**src/rtl/its_pkg.sv**
```systemverilog
/*
 * Shared constants and types of the two-wire slave with bus time-out.
 * Assumes one 200 MHz system clock and an 8-bit register port.
 */
package its_pkg;

    // ************************************************************
    // Register map and widths.
    // ************************************************************
    localparam int DW = 8;                   // Register data width.
    localparam int AW = 3;                   // Register address width.
    localparam logic [AW-1:0] OFS_DATA = 3'h0;  // Shared data register.
    localparam logic [AW-1:0] OFS_ADDR = 3'h1;  // Own address register.
    localparam logic [AW-1:0] OFS_CTLA = 3'h2;  // First control register.
    localparam logic [AW-1:0] OFS_CTLB = 3'h3;  // Control and status.
    localparam logic [AW-1:0] OFS_TOC = 3'h4;   // Bus time-out control.

    // ************************************************************
    // Field positions.
    // ************************************************************
    localparam int CTLA_EN = 0;              // Slave enable.
    localparam int CTLB_ACK_RECEIVED_STATUS = 0;            // Acknowledge received, low.
    localparam int CTLB_MRF = 2;             // Master read flag.
    localparam int CTLB_ACK = 3;             // Acknowledge to send.
    localparam int CTLB_TDS = 4;             // Transmit direction select.
    localparam int CTLB_AMF = 6;             // Address matched flag.
    localparam int TOC_EN = 7;               // Time-out enable.
    localparam int TOC_FLAG = 6;             // Time-out flag.
    localparam int TOC_PER_HI = 5;           // Period field top bit.
    localparam int TOC_PER_W = 6;            // Period field width.

    // ************************************************************
    // Reset values.
    // ************************************************************
    localparam logic [DW-1:0] DATA_RST = 8'h00;  // Data register.
    localparam logic [DW-1:0] ADDR_RST = 8'h00;  // Own address.
    localparam logic [DW-1:0] CTLA_RST = 8'h00;  // Control A.
    localparam logic [DW-1:0] TOC_RST = 8'h00;   // Time-out control.
    localparam logic ACK_RECEIVED_STATUS_RST = 1'b1;        // No acknowledge seen yet.

    // ************************************************************
    // Timing counts.
    // ************************************************************
    localparam int SUB_DIV = 32;             // Sub-clock cycles per tick.
    localparam int DIV_W = 5;                // Width of the divider.
    localparam int BIT_W = 4;                // Width of the bit counter.
    localparam logic [BIT_W-1:0] BITS_BYTE = 4'h8;  // Bits in a byte.
    localparam logic [BIT_W-1:0] BITS_ADR = 4'h7;   // Last address index.

    // Events on the synchronised pins.
    typedef struct packed {
        logic start;                         // SDA falls while SCL high.
        logic stop;                          // SDA rises while SCL high.
        logic scl_rise;                      // SCL rising edge.
        logic scl_fall;                      // SCL falling edge.
        logic sda;                           // Current SDA level.
    } its_bus_ev_t;

    // Slave sequencer states.
    typedef enum logic [3:0] {
        ST_IDLE, ST_ADDR, ST_AACK, ST_HOLD, ST_RX, ST_RACK,
        ST_TX, ST_TACK, ST_WSTOP
    } its_state_t;

endpackage : its_pkg

```
**src/rtl/its_sync.sv**
```systemverilog
/*
 * Two-flop synchroniser with edge pulses for asynchronous pin inputs.
 * Assumes the input may change at any time relative to clk_i.
 */
`timescale 1ns/1ps
module its_sync (
    input wire logic clk_i,    // System clock.
    input wire logic rst_b_i,  // Synchronous reset, active low.
    input wire logic d_i,      // Asynchronous level.
    output logic q_o,          // Synchronised level.
    output logic rise_o,       // One-cycle pulse on a rising edge.
    output logic fall_o        // One-cycle pulse on a falling edge.
);

    // ************************************************************
    // Synchroniser chain.
    // ************************************************************
    logic s1;  // First stage, read only by the second.
    logic s2;  // Second stage, safe to use.
    logic s3;  // Delayed copy for edge detection.

    // Reset high: an idle line shows no false edge.
    always_ff @(posedge clk_i) begin
        if (!rst_b_i) begin
            s1 <= 1'b1;
            s2 <= 1'b1;
            s3 <= 1'b1;
        end else begin
            s1 <= d_i;
            s2 <= s1;
            s3 <= s2;
        end
    end

    assign q_o = s2;
    assign rise_o = s2 & ~s3;
    assign fall_o = ~s2 & s3;

endmodule : its_sync

```
**src/rtl/its_slave.sv**
```systemverilog
/*
 * Two-wire bus slave: shared data register, clock hold and
 * a bus time-out from the sub-clock divided by 32.
 * Assumes an outside master, open-drain pins resolved outside
 * and a sub-clock far slower than the system clock.
 */
`timescale 1ns/1ps
// What this block does
// Capture direction bit into master read flag.
// Acknowledge when calling address matches own.
// Master sends STOP after missing acknowledge.
// Direction select bit picks transmit or receive.
// Bytes are 8 bits, MSB first.
// Receiver acknowledges on ninth clock from bit.
// No master acknowledge: release SDA, await STOP.
// Shared data register for both directions.
// Hold SCL low until data access.
// Time-out starts on match, clears on fall.
// Period exceeded before fall declares time-out.
// STOP ends time-out supervision.
// Overflow halts counter, clears enable, sets flag.
// Time-out requests the shared interrupt.
// Time-out resets state and control B.
// Time-out flag stays until software clears.
// Period is field plus one ticks of 32.
// Compare seven address bits, flag and interrupt.
// Acknowledge received status: 0 seen, 1 none.
// Sub-clock tick synchronised before counting.
module its_slave
    import its_pkg::*;
(
    input wire logic clk_i,                    // System clock, 200 MHz.
    input wire logic rst_b_i,                  // Sync reset, active low.
    input wire logic [its_pkg::AW-1:0] addr_i, // Register address.
    input wire logic [its_pkg::DW-1:0] wdata_i,// Register write data.
    input wire logic we_i,                     // Write strobe.
    input wire logic re_i,                     // Read strobe.
    output logic [its_pkg::DW-1:0] rdata_o,    // Read data, next cycle.
    output logic irq_o,                        // Interrupt request pulse.
    input wire logic sub_clk_i,                // Slow sub-clock.
    input wire logic scl_i,                    // SCL pin level.
    output logic scl_o,                        // SCL drive value.
    output logic scl_oe_o,                     // SCL pulled low when high.
    input wire logic sda_i,                    // SDA pin level.
    output logic sda_o,                        // SDA drive value.
    output logic sda_oe_o                      // SDA pulled low when high.
);
    import its_pkg::*;

    // ************************************************************
    // Pin synchronisers and bus events.
    // ************************************************************
    logic scl_q;           // Synchronised SCL.
    logic scl_r;           // SCL rise pulse.
    logic scl_f;           // SCL fall pulse.
    logic sda_q;           // Synchronised SDA.
    logic sda_r;           // SDA rise pulse.
    logic sda_f;           // SDA fall pulse.
    logic sub_r;           // Sub-clock rise pulse.
    its_bus_ev_t ev;       // Decoded bus events.

    its_sync u_scl (
        .clk_i(clk_i),
        .rst_b_i(rst_b_i),
        .d_i(scl_i),
        .q_o(scl_q),
        .rise_o(scl_r),
        .fall_o(scl_f)
    );

    its_sync u_sda (
        .clk_i(clk_i),
        .rst_b_i(rst_b_i),
        .d_i(sda_i),
        .q_o(sda_q),
        .rise_o(sda_r),
        .fall_o(sda_f)
    );

    // The sub-clock is synchronised like a pin.
    its_sync u_sub (
        .clk_i(clk_i),
        .rst_b_i(rst_b_i),
        .d_i(sub_clk_i),
        .q_o(),
        .rise_o(sub_r),
        .fall_o()
    );

    // SDA edge direction tells a start from a stop.
    // Edges arrive a cycle apart.
    always_comb begin
        ev.start = sda_f & scl_q;
        ev.stop = sda_r & scl_q;
        ev.scl_rise = scl_r;
        ev.scl_fall = scl_f;
        ev.sda = sda_q;
    end

    // ************************************************************
    // Registers.
    // ************************************************************
    logic [DW-1:0] data_reg;   // Shared serial data register.
    logic [DW-1:0] own_addr;   // Own address register, low 7 bits.
    logic [DW-1:0] ctl_a;      // First control register.
    logic tds;                 // Transmit direction select.
    logic ack_to_send;         // Acknowledge level to send.
    logic amf;                 // Address matched flag.
    logic mrf;                 // Master read flag.
    logic ack_received_status;                // Acknowledge received status.
    logic to_en;               // Time-out enable.
    logic to_flag;             // Time-out flag.
    logic [TOC_PER_W-1:0] to_per;  // Time-out period select.
    logic [DW-1:0] ctl_b;      // Assembled control B view.
    logic [DW-1:0] toc;        // Assembled time-out control view.

    // ************************************************************
    // Sequencer state.
    // ************************************************************
    its_state_t state;         // Sequencer state.
    logic [BIT_W-1:0] bitcnt;  // Bits clocked in the current byte.
    logic [DW-1:0] sh;         // Shift register.
    logic ev_match;            // Address matched, one cycle.
    logic ev_byte;             // Byte complete, one cycle.
    logic to_ovf;              // Time-out overflow, one cycle.
    logic wr_data;             // Software writes the data register.
    logic rd_data;             // Software reads the data register.
    logic release_tx;          // Leave hold as transmitter.
    logic release_rx;          // Leave hold as receiver.

    assign wr_data = we_i && (addr_i == OFS_DATA);
    assign rd_data = re_i && (addr_i == OFS_DATA);
    assign release_tx = (state == ST_HOLD) && tds && wr_data;
    assign release_rx = (state == ST_HOLD) && !tds && rd_data;

    assign ctl_b = {1'b0, amf, 1'b0, tds, ack_to_send, mrf, 1'b0, ack_received_status};
    assign toc = {to_en, to_flag, to_per};

    // Data register: a software write or a received byte.
    always_ff @(posedge clk_i) begin
        if (!rst_b_i) begin
            data_reg <= DATA_RST;
        end else if (ev_byte && !tds) begin
            data_reg <= sh;
        end else if (wr_data) begin
            data_reg <= wdata_i;
        end
    end

    // Address and control A survive a time-out.
    always_ff @(posedge clk_i) begin
        if (!rst_b_i) begin
            own_addr <= ADDR_RST;
            ctl_a <= CTLA_RST;
        end else if (we_i) begin
            if (addr_i == OFS_ADDR) begin
                own_addr <= wdata_i;
            end
            if (addr_i == OFS_CTLA) begin
                ctl_a <= wdata_i;
            end
        end
    end

    // Control B software bits; a time-out resets them.
    always_ff @(posedge clk_i) begin
        if (!rst_b_i || to_ovf) begin
            tds <= 1'b0;
            ack_to_send <= 1'b0;
        end else if (we_i && (addr_i == OFS_CTLB)) begin
            tds <= wdata_i[CTLB_TDS];
            ack_to_send <= wdata_i[CTLB_ACK];
        end
    end

    // Time-out control; hardware wins over a software write.
    always_ff @(posedge clk_i) begin
        if (!rst_b_i) begin
            to_en <= TOC_RST[TOC_EN];
            to_flag <= TOC_RST[TOC_FLAG];
            to_per <= TOC_RST[TOC_PER_HI:0];
        end else begin
            if (we_i && (addr_i == OFS_TOC)) begin
                to_en <= wdata_i[TOC_EN];
                to_flag <= wdata_i[TOC_FLAG];
                to_per <= wdata_i[TOC_PER_HI:0];
            end
            if (to_ovf) begin
                to_en <= 1'b0;
                to_flag <= 1'b1;
            end
        end
    end

    // Read data stand one cycle after the strobe.
    always_ff @(posedge clk_i) begin
        if (!rst_b_i || !re_i) begin
            rdata_o <= '0;
        end else begin
            unique case (addr_i)
                OFS_DATA: rdata_o <= data_reg;
                OFS_ADDR: rdata_o <= own_addr;
                OFS_CTLA: rdata_o <= ctl_a;
                OFS_CTLB: rdata_o <= ctl_b;
                OFS_TOC: rdata_o <= toc;
                default: rdata_o <= '0;
            endcase
        end
    end

    // ************************************************************
    // Slave sequencer.
    // ************************************************************
    // Sample on SCL rise, drive after SCL fall,
    // so SDA never moves while SCL is high.
    always_ff @(posedge clk_i) begin
        if (!rst_b_i || to_ovf || !ctl_a[CTLA_EN]) begin
            state <= ST_IDLE;
            bitcnt <= '0;
            sh <= '0;
            sda_oe_o <= 1'b0;
            scl_oe_o <= 1'b0;
            ev_match <= 1'b0;
            ev_byte <= 1'b0;
            amf <= 1'b0;
            mrf <= 1'b0;
            ack_received_status <= ACK_RECEIVED_STATUS_RST;
        end else begin
            ev_match <= 1'b0;
            ev_byte <= 1'b0;
            if (ev.start) begin
                // Any start restarts decoding.
                state <= ST_ADDR;
                bitcnt <= '0;
                sda_oe_o <= 1'b0;
                scl_oe_o <= 1'b0;
                amf <= 1'b0;
            end else if (ev.stop) begin
                state <= ST_IDLE;
                sda_oe_o <= 1'b0;
                scl_oe_o <= 1'b0;
            end else begin
                unique case (state)
                    ST_IDLE: begin
                        sda_oe_o <= 1'b0;
                    end
                    ST_ADDR: begin
                        if (ev.scl_rise) begin
                            sh <= {sh[DW-2:0], ev.sda};
                            bitcnt <= bitcnt + 1'b1;
                            if (bitcnt == BITS_ADR) begin
                                if (sh[DW-2:0] == own_addr[DW-2:0]) begin
                                    mrf <= ev.sda;
                                    amf <= 1'b1;
                                    ev_match <= 1'b1;
                                    state <= ST_AACK;
                                end else begin
                                    state <= ST_WSTOP;
                                end
                            end
                        end
                    end
                    ST_AACK: begin
                        // Fall one drives the ack,
                        // fall two ends it and holds.
                        if (ev.scl_fall) begin
                            if (!sda_oe_o) begin
                                sda_oe_o <= 1'b1;
                            end else begin
                                sda_oe_o <= 1'b0;
                                scl_oe_o <= 1'b1;
                                state <= ST_HOLD;
                            end
                        end
                    end
                    ST_HOLD: begin
                        if (release_tx) begin
                            sh <= wdata_i;
                            sda_oe_o <= ~wdata_i[DW-1];
                            scl_oe_o <= 1'b0;
                            bitcnt <= '0;
                            state <= ST_TX;
                        end else if (release_rx) begin
                            scl_oe_o <= 1'b0;
                            bitcnt <= '0;
                            state <= ST_RX;
                        end
                    end
                    ST_RX: begin
                        if (ev.scl_rise) begin
                            sh <= {sh[DW-2:0], ev.sda};
                            bitcnt <= bitcnt + 1'b1;
                            if (bitcnt == BITS_ADR) begin
                                ev_byte <= 1'b1;
                                state <= ST_RACK;
                            end
                        end
                    end
                    ST_RACK: begin
                        if (ev.scl_fall) begin
                            if (bitcnt == BITS_BYTE) begin
                                sda_oe_o <= ~ack_to_send;
                                bitcnt <= '0;
                            end else begin
                                sda_oe_o <= 1'b0;
                                scl_oe_o <= 1'b1;
                                state <= ST_HOLD;
                            end
                        end
                    end
                    ST_TX: begin
                        if (ev.scl_rise) begin
                            bitcnt <= bitcnt + 1'b1;
                        end else if (ev.scl_fall) begin
                            if (bitcnt == BITS_BYTE) begin
                                sda_oe_o <= 1'b0;
                                state <= ST_TACK;
                            end else begin
                                sh <= {sh[DW-2:0], 1'b0};
                                sda_oe_o <= ~sh[DW-2];
                            end
                        end
                    end
                    ST_TACK: begin
                        if (ev.scl_rise) begin
                            ack_received_status <= ev.sda;
                            ev_byte <= 1'b1;
                        end else if (ev.scl_fall) begin
                            if (!ack_received_status) begin
                                scl_oe_o <= 1'b1;
                                state <= ST_HOLD;
                            end else begin
                                state <= ST_WSTOP;
                            end
                        end
                    end
                    ST_WSTOP: begin
                        // Bus released; a stop or a start
                        // frees us, and the master owes
                        // a stop after a missing ack.
                        sda_oe_o <= 1'b0;
                        scl_oe_o <= 1'b0;
                    end
                endcase
            end
        end
    end

    // Open-drain: drive low, enables decide.
    always_ff @(posedge clk_i) begin
        sda_o <= 1'b0;
        scl_o <= 1'b0;
    end

    // ************************************************************
    // Time-out supervisor.
    // ************************************************************
    logic [DIV_W-1:0] div_cnt;     // Sub-clock divider.
    logic tick;                    // One tick per 32 sub-clock cycles.
    logic to_active;               // Supervision running.
    logic [TOC_PER_W-1:0] to_cnt;  // Ticks since the last SCL fall.

    assign tick = sub_r && (div_cnt == DIV_W'(SUB_DIV - 1));
    // The (field + 1)-th tick passes the
    // field value: that is the overflow.
    assign to_ovf = to_active && tick && !ev.scl_fall
        && (to_cnt == to_per);

    // Free divider: the first tick may come a
    // period early, traded for one counter.
    always_ff @(posedge clk_i) begin
        if (!rst_b_i) begin
            div_cnt <= '0;
        end else if (sub_r) begin
            div_cnt <= div_cnt + 1'b1;
        end
    end

    // Arms on a match, clears on each SCL fall.
    always_ff @(posedge clk_i) begin
        if (!rst_b_i) begin
            to_active <= 1'b0;
            to_cnt <= '0;
        end else if (to_ovf || ev.stop || !to_en) begin
            to_active <= 1'b0;
            to_cnt <= '0;
        end else if (ev_match) begin
            to_active <= 1'b1;
            to_cnt <= '0;
        end else if (ev.scl_fall) begin
            to_cnt <= '0;
        end else if (to_active && tick) begin
            to_cnt <= to_cnt + 1'b1;
        end
    end

    // One interrupt for match, byte and time-out.
    always_ff @(posedge clk_i) begin
        if (!rst_b_i) begin
            irq_o <= 1'b0;
        end else begin
            irq_o <= ev_match || ev_byte || to_ovf;
        end
    end

endmodule : its_slave

```
**config.mk**
```make
export PLATFORM = sky130hd
export DESIGN_NAME = its_slave
export DESIGN_NICKNAME = d
export VERILOG_FILES = /design/src/rtl/its_pkg.sv /design/src/rtl/its_sync.sv /design/src/rtl/its_slave.sv
export SDC_FILE = /design/constraint.sdc
export NUM_CORES = 1
export LEC_CHECK = 0
export ABC_AREA = 0
export BUFFER_PORTS_ARGS = -buffer_cell sky130_fd_sc_hd__buf_2
export CAP_MARGIN = 10
export CELL_PAD_IN_SITES_DETAIL_PLACEMENT = 1
export CELL_PAD_IN_SITES_GLOBAL_PLACEMENT = 1
export CORE_UTILIZATION = 41
export CTS_CLUSTER_DIAMETER = 150
export DETAILED_ROUTE_END_ITERATION = 8
export GPL_ROUTABILITY_DRIVEN = 1
export GPL_TIMING_DRIVEN = 0
export MAX_ROUTING_LAYER = met4
export PLACE_DENSITY_LB_ADDON = 0.1
export SYNTH_ARGS = -nofsm -noshare
export SYNTH_HDL_FRONTEND = slang
export SYNTH_SLANG_ARGS = --single-unit
```
**constraint.sdc**
```tcl
create_clock -name clk_i -period 2 [get_ports clk_i]
set_input_delay 0.3 -clock clk_i [delete_from_list [all_inputs] [get_ports clk_i]]
set_output_delay 0.3 -clock clk_i [all_outputs]
set_load 0.02 [all_outputs]
```
==> results.toml <==
[run_status]
status = "finished with violations"
violations = "negative setup slack"

[global_route]
antenna_found_initial = 0
grt_use_total = 0.263
grt_pass1_vias = 4049
grt_pass1_wl_um = 21600
grt_max_degree = 17
grt.overflow.total = 0

[route]
wl_um = 13400
num_vias = 3913
vias_per_cell = 5.53
postRouteAntennaNets = 0
first_pass_iters = 4
drt_iter0_markers = 158
drt-wirelength-per-cell_um = 18.9
drc = 0

[pwr]
power.total_mw = 3.49
p_per_area_nw_per_um2 = 665
peakVddDrop_uv = 435
leakage_nw = 1.91

[min_path]
min-delay-start = "sub_clk_i"
min_path_type = "in2reg"
worstHoldEndpoint = "u_sub.s1"
hold_depth = 2

[timing]
hold_slack_ns = 0.119
tightest_slew_ns = 0.648
rsz0062_at_grt = "true"
fin_skew_ns = 0.0105
fmax_mhz = 497
slew_violations = 0
fin_ws_ns = -0.0116
relSlewSlack = 0.568
fin_crit_sh = 1.01
setup_viol = 1
hold_viol = 0
finalCriticalPeriod_ns = 2.01

[clock_network]
cts.sinks = 87
numCtsBuffers = 9
cts_root_buf = "clkbuf_8"
htree_levels = 3
clk_pin_slew_ns = 0.10
cts_max_path_buffers = 2
clkLatencyLatePin_ns = 0.36
tritoncts = "done"

[worst_setup_path]
end_kind = "flip-flop"
r2r_end = "amf"
worstRegToRegCells = 10
critical_path.cell_chain = "ha_4 > and3_4 > ha_4 > nand4b_1 > nor4_2 > a21o_1 > buf_4 > buf_4 > buf_4 > o21ai_0"
cpPeakStageDelay_ns = 0.37
startpoint_type = "flip-flop"
cp_slowest_cell = "dfxtp_2"
r2r_start = "div_cnt[1]"
crit_arrival_ns = 2.26
crit_type = "reg2reg"
crit_fanout = 2
timing.critical_path.mode_cell = "buf_4"
r2r_setup_slack_ns = -0.01
worstSetupStartpoint = "div_cnt[1]"
worst_ep_required_time_ns = 2.25

[floorplanning]
die-area_um2 = 10900
die_x_um = 104
design.core.area_um2 = 10200
start_util = 0.420
ios = 31
rows = 37
die_y_um = 104

[layout]
antenna_cells = 0
nets = 589
layout-drive-gt1-share = 0.222
area_growth_pct = 22.1

[run]
maxCapViolCount = 0

[synthesis]
synth-edff-count = 0
synth.distinct_cells = 61
postSynth.asyncResetShare = 0
ys.flop_type = "dfxtp_1"
yosysSeqAreaShare = 0.405
synth_area_um2 = 4300
syn_area_per_cell_um2 = 8.48
netlist_instances = 507
ys_ff_latch = 87
synth_warnings = 0

[placed_design]
gp_congestion = 0.884
hpwlAfterDp_um = 9700
port_buffers = 26
==> cells in the mapped netlist, types with 7 or more instances <==
library cell  instances  area share
a211oi_1             18       0.031
a21oi_1              33       0.038
a22oi_1              10       0.017
clkbuf_1             22       0.019
dfxtp_1              87        0.41
inv_1                 7      0.0061
mux2i_1              36       0.084
nand2_1              58       0.051
nand2b_1             17       0.025
nand3_1               9       0.010
nor2_1               66       0.058
nor2b_1              10       0.015
o21ai_0               9       0.010
xor2_1               15       0.031
==> kinds of logic after synthesis <==
| logic type | share of synthesized area |
|---|---|
| other cells | 0.000872 |
| simple gates | 0.244 |
| compound gates | 0.156 |
| xor+xnor | 0.0428 |
| buf+inv | 0.0378 |
| fa+ha+maj | 0.0169 |
| mux | 0.0969 |
| flops | 0.405 |
==> per-layer routing <==
metal | routed length (um) | up-vias | global-route usage
li1 | - | 1897 | -
met1 | 6100 | 1942 | 0.332
met2 | 6650 | 63 | 0.437
met3 | 501 | 11 | 0.0476
met4 | 117 | 0 | 0.0612
met5 | 0 | - | -
==> where the power goes <==
part | switching [mW] | leakage (nW) | internal (mW)
sequential | 0.0239 | 0.707 | 1.76
combinational | 0.152 | 1.09 | 0.0883
clock | 0.712 | 0.121 | 0.763
total | 0.887 | 1.91 | 2.61
==> placed cells by master (no fill, tap or decap), types with 14 or more instances in the layout <==
cell      netlist  layout
a211oi_1       18      18
a21oi_1        33      31
buf_2           1      27
buf_4           3      26
clkbuf_1       22      14
dfxtp_1        87      81
mux2i_1        36      36
nand2_1        58      56
nand2b_1       17      17
nor2_1         66      63
xor2_1         15      14
==> cell type report <==
| cell class | instances | area (um^2) |
|---|---|---|
| Buffer | 27 | 134 |
| Clock buffer | 10 | 138 |
| Clock inverter | 6 | 100 |
| Fill cell | 1217 | 4980 |
| Inverter | 8 | 30.0 |
| Multi-Input combinational cell | 383 | 2600 |
| Sequential cell | 87 | 1750 |
| Tap cell | 136 | 170 |
| Timing Repair Buffer | 50 | 327 |
==> worst max-delay path: cells and delay by family (launching register included) <==
kind                       cells  cell delay [ns]
and+or+nand+nor                3             0.61
DFF                            1             0.37
buffers and inverters          3             0.35
AOI/OAI and AO/OA              2             0.31
adders and majority gates      2             0.26
==> worst max-delay path by stage <==
stage / to / cells past startpoint
2_1_floorplan: state[1] / 7
3_3_place_gp: ev_match / 8
3_5_place_dp: state[0] / 6
4_1_cts: state[0] / 7
5_1_grt: amf / 10
6_report: amf / 10
==> repair_timing <==
action                     in CTS  in global routing
pin swaps                       6                  9
hold endpoints to repair        0                  0
setup endpoints to repair      37                 32
hold buffers                    0                  0
buffers inserted               20                  4
resized for setup              30                 29
==> through the flow <==
step / util / setup WS [ns] / TNS (ns) / area [um^2] / instances
global placement: 0.452 / -0.403 / -7.08 / 4630 / 670
floorplan: - / 0.0165 / 0 / 4330 / 508
finish: 0.513 / -0.0116 / -0.0116 / 5250 / 707
global route: 0.513 / -0.0985 / -1.47 / 5250 / 707
CTS: 0.501 / -0.0888 / -0.0888 / 5130 / 705
detailed placement: 0.452 / -0.531 / -9.00 / 4630 / 670
Power figures use the tool's default switching activity.
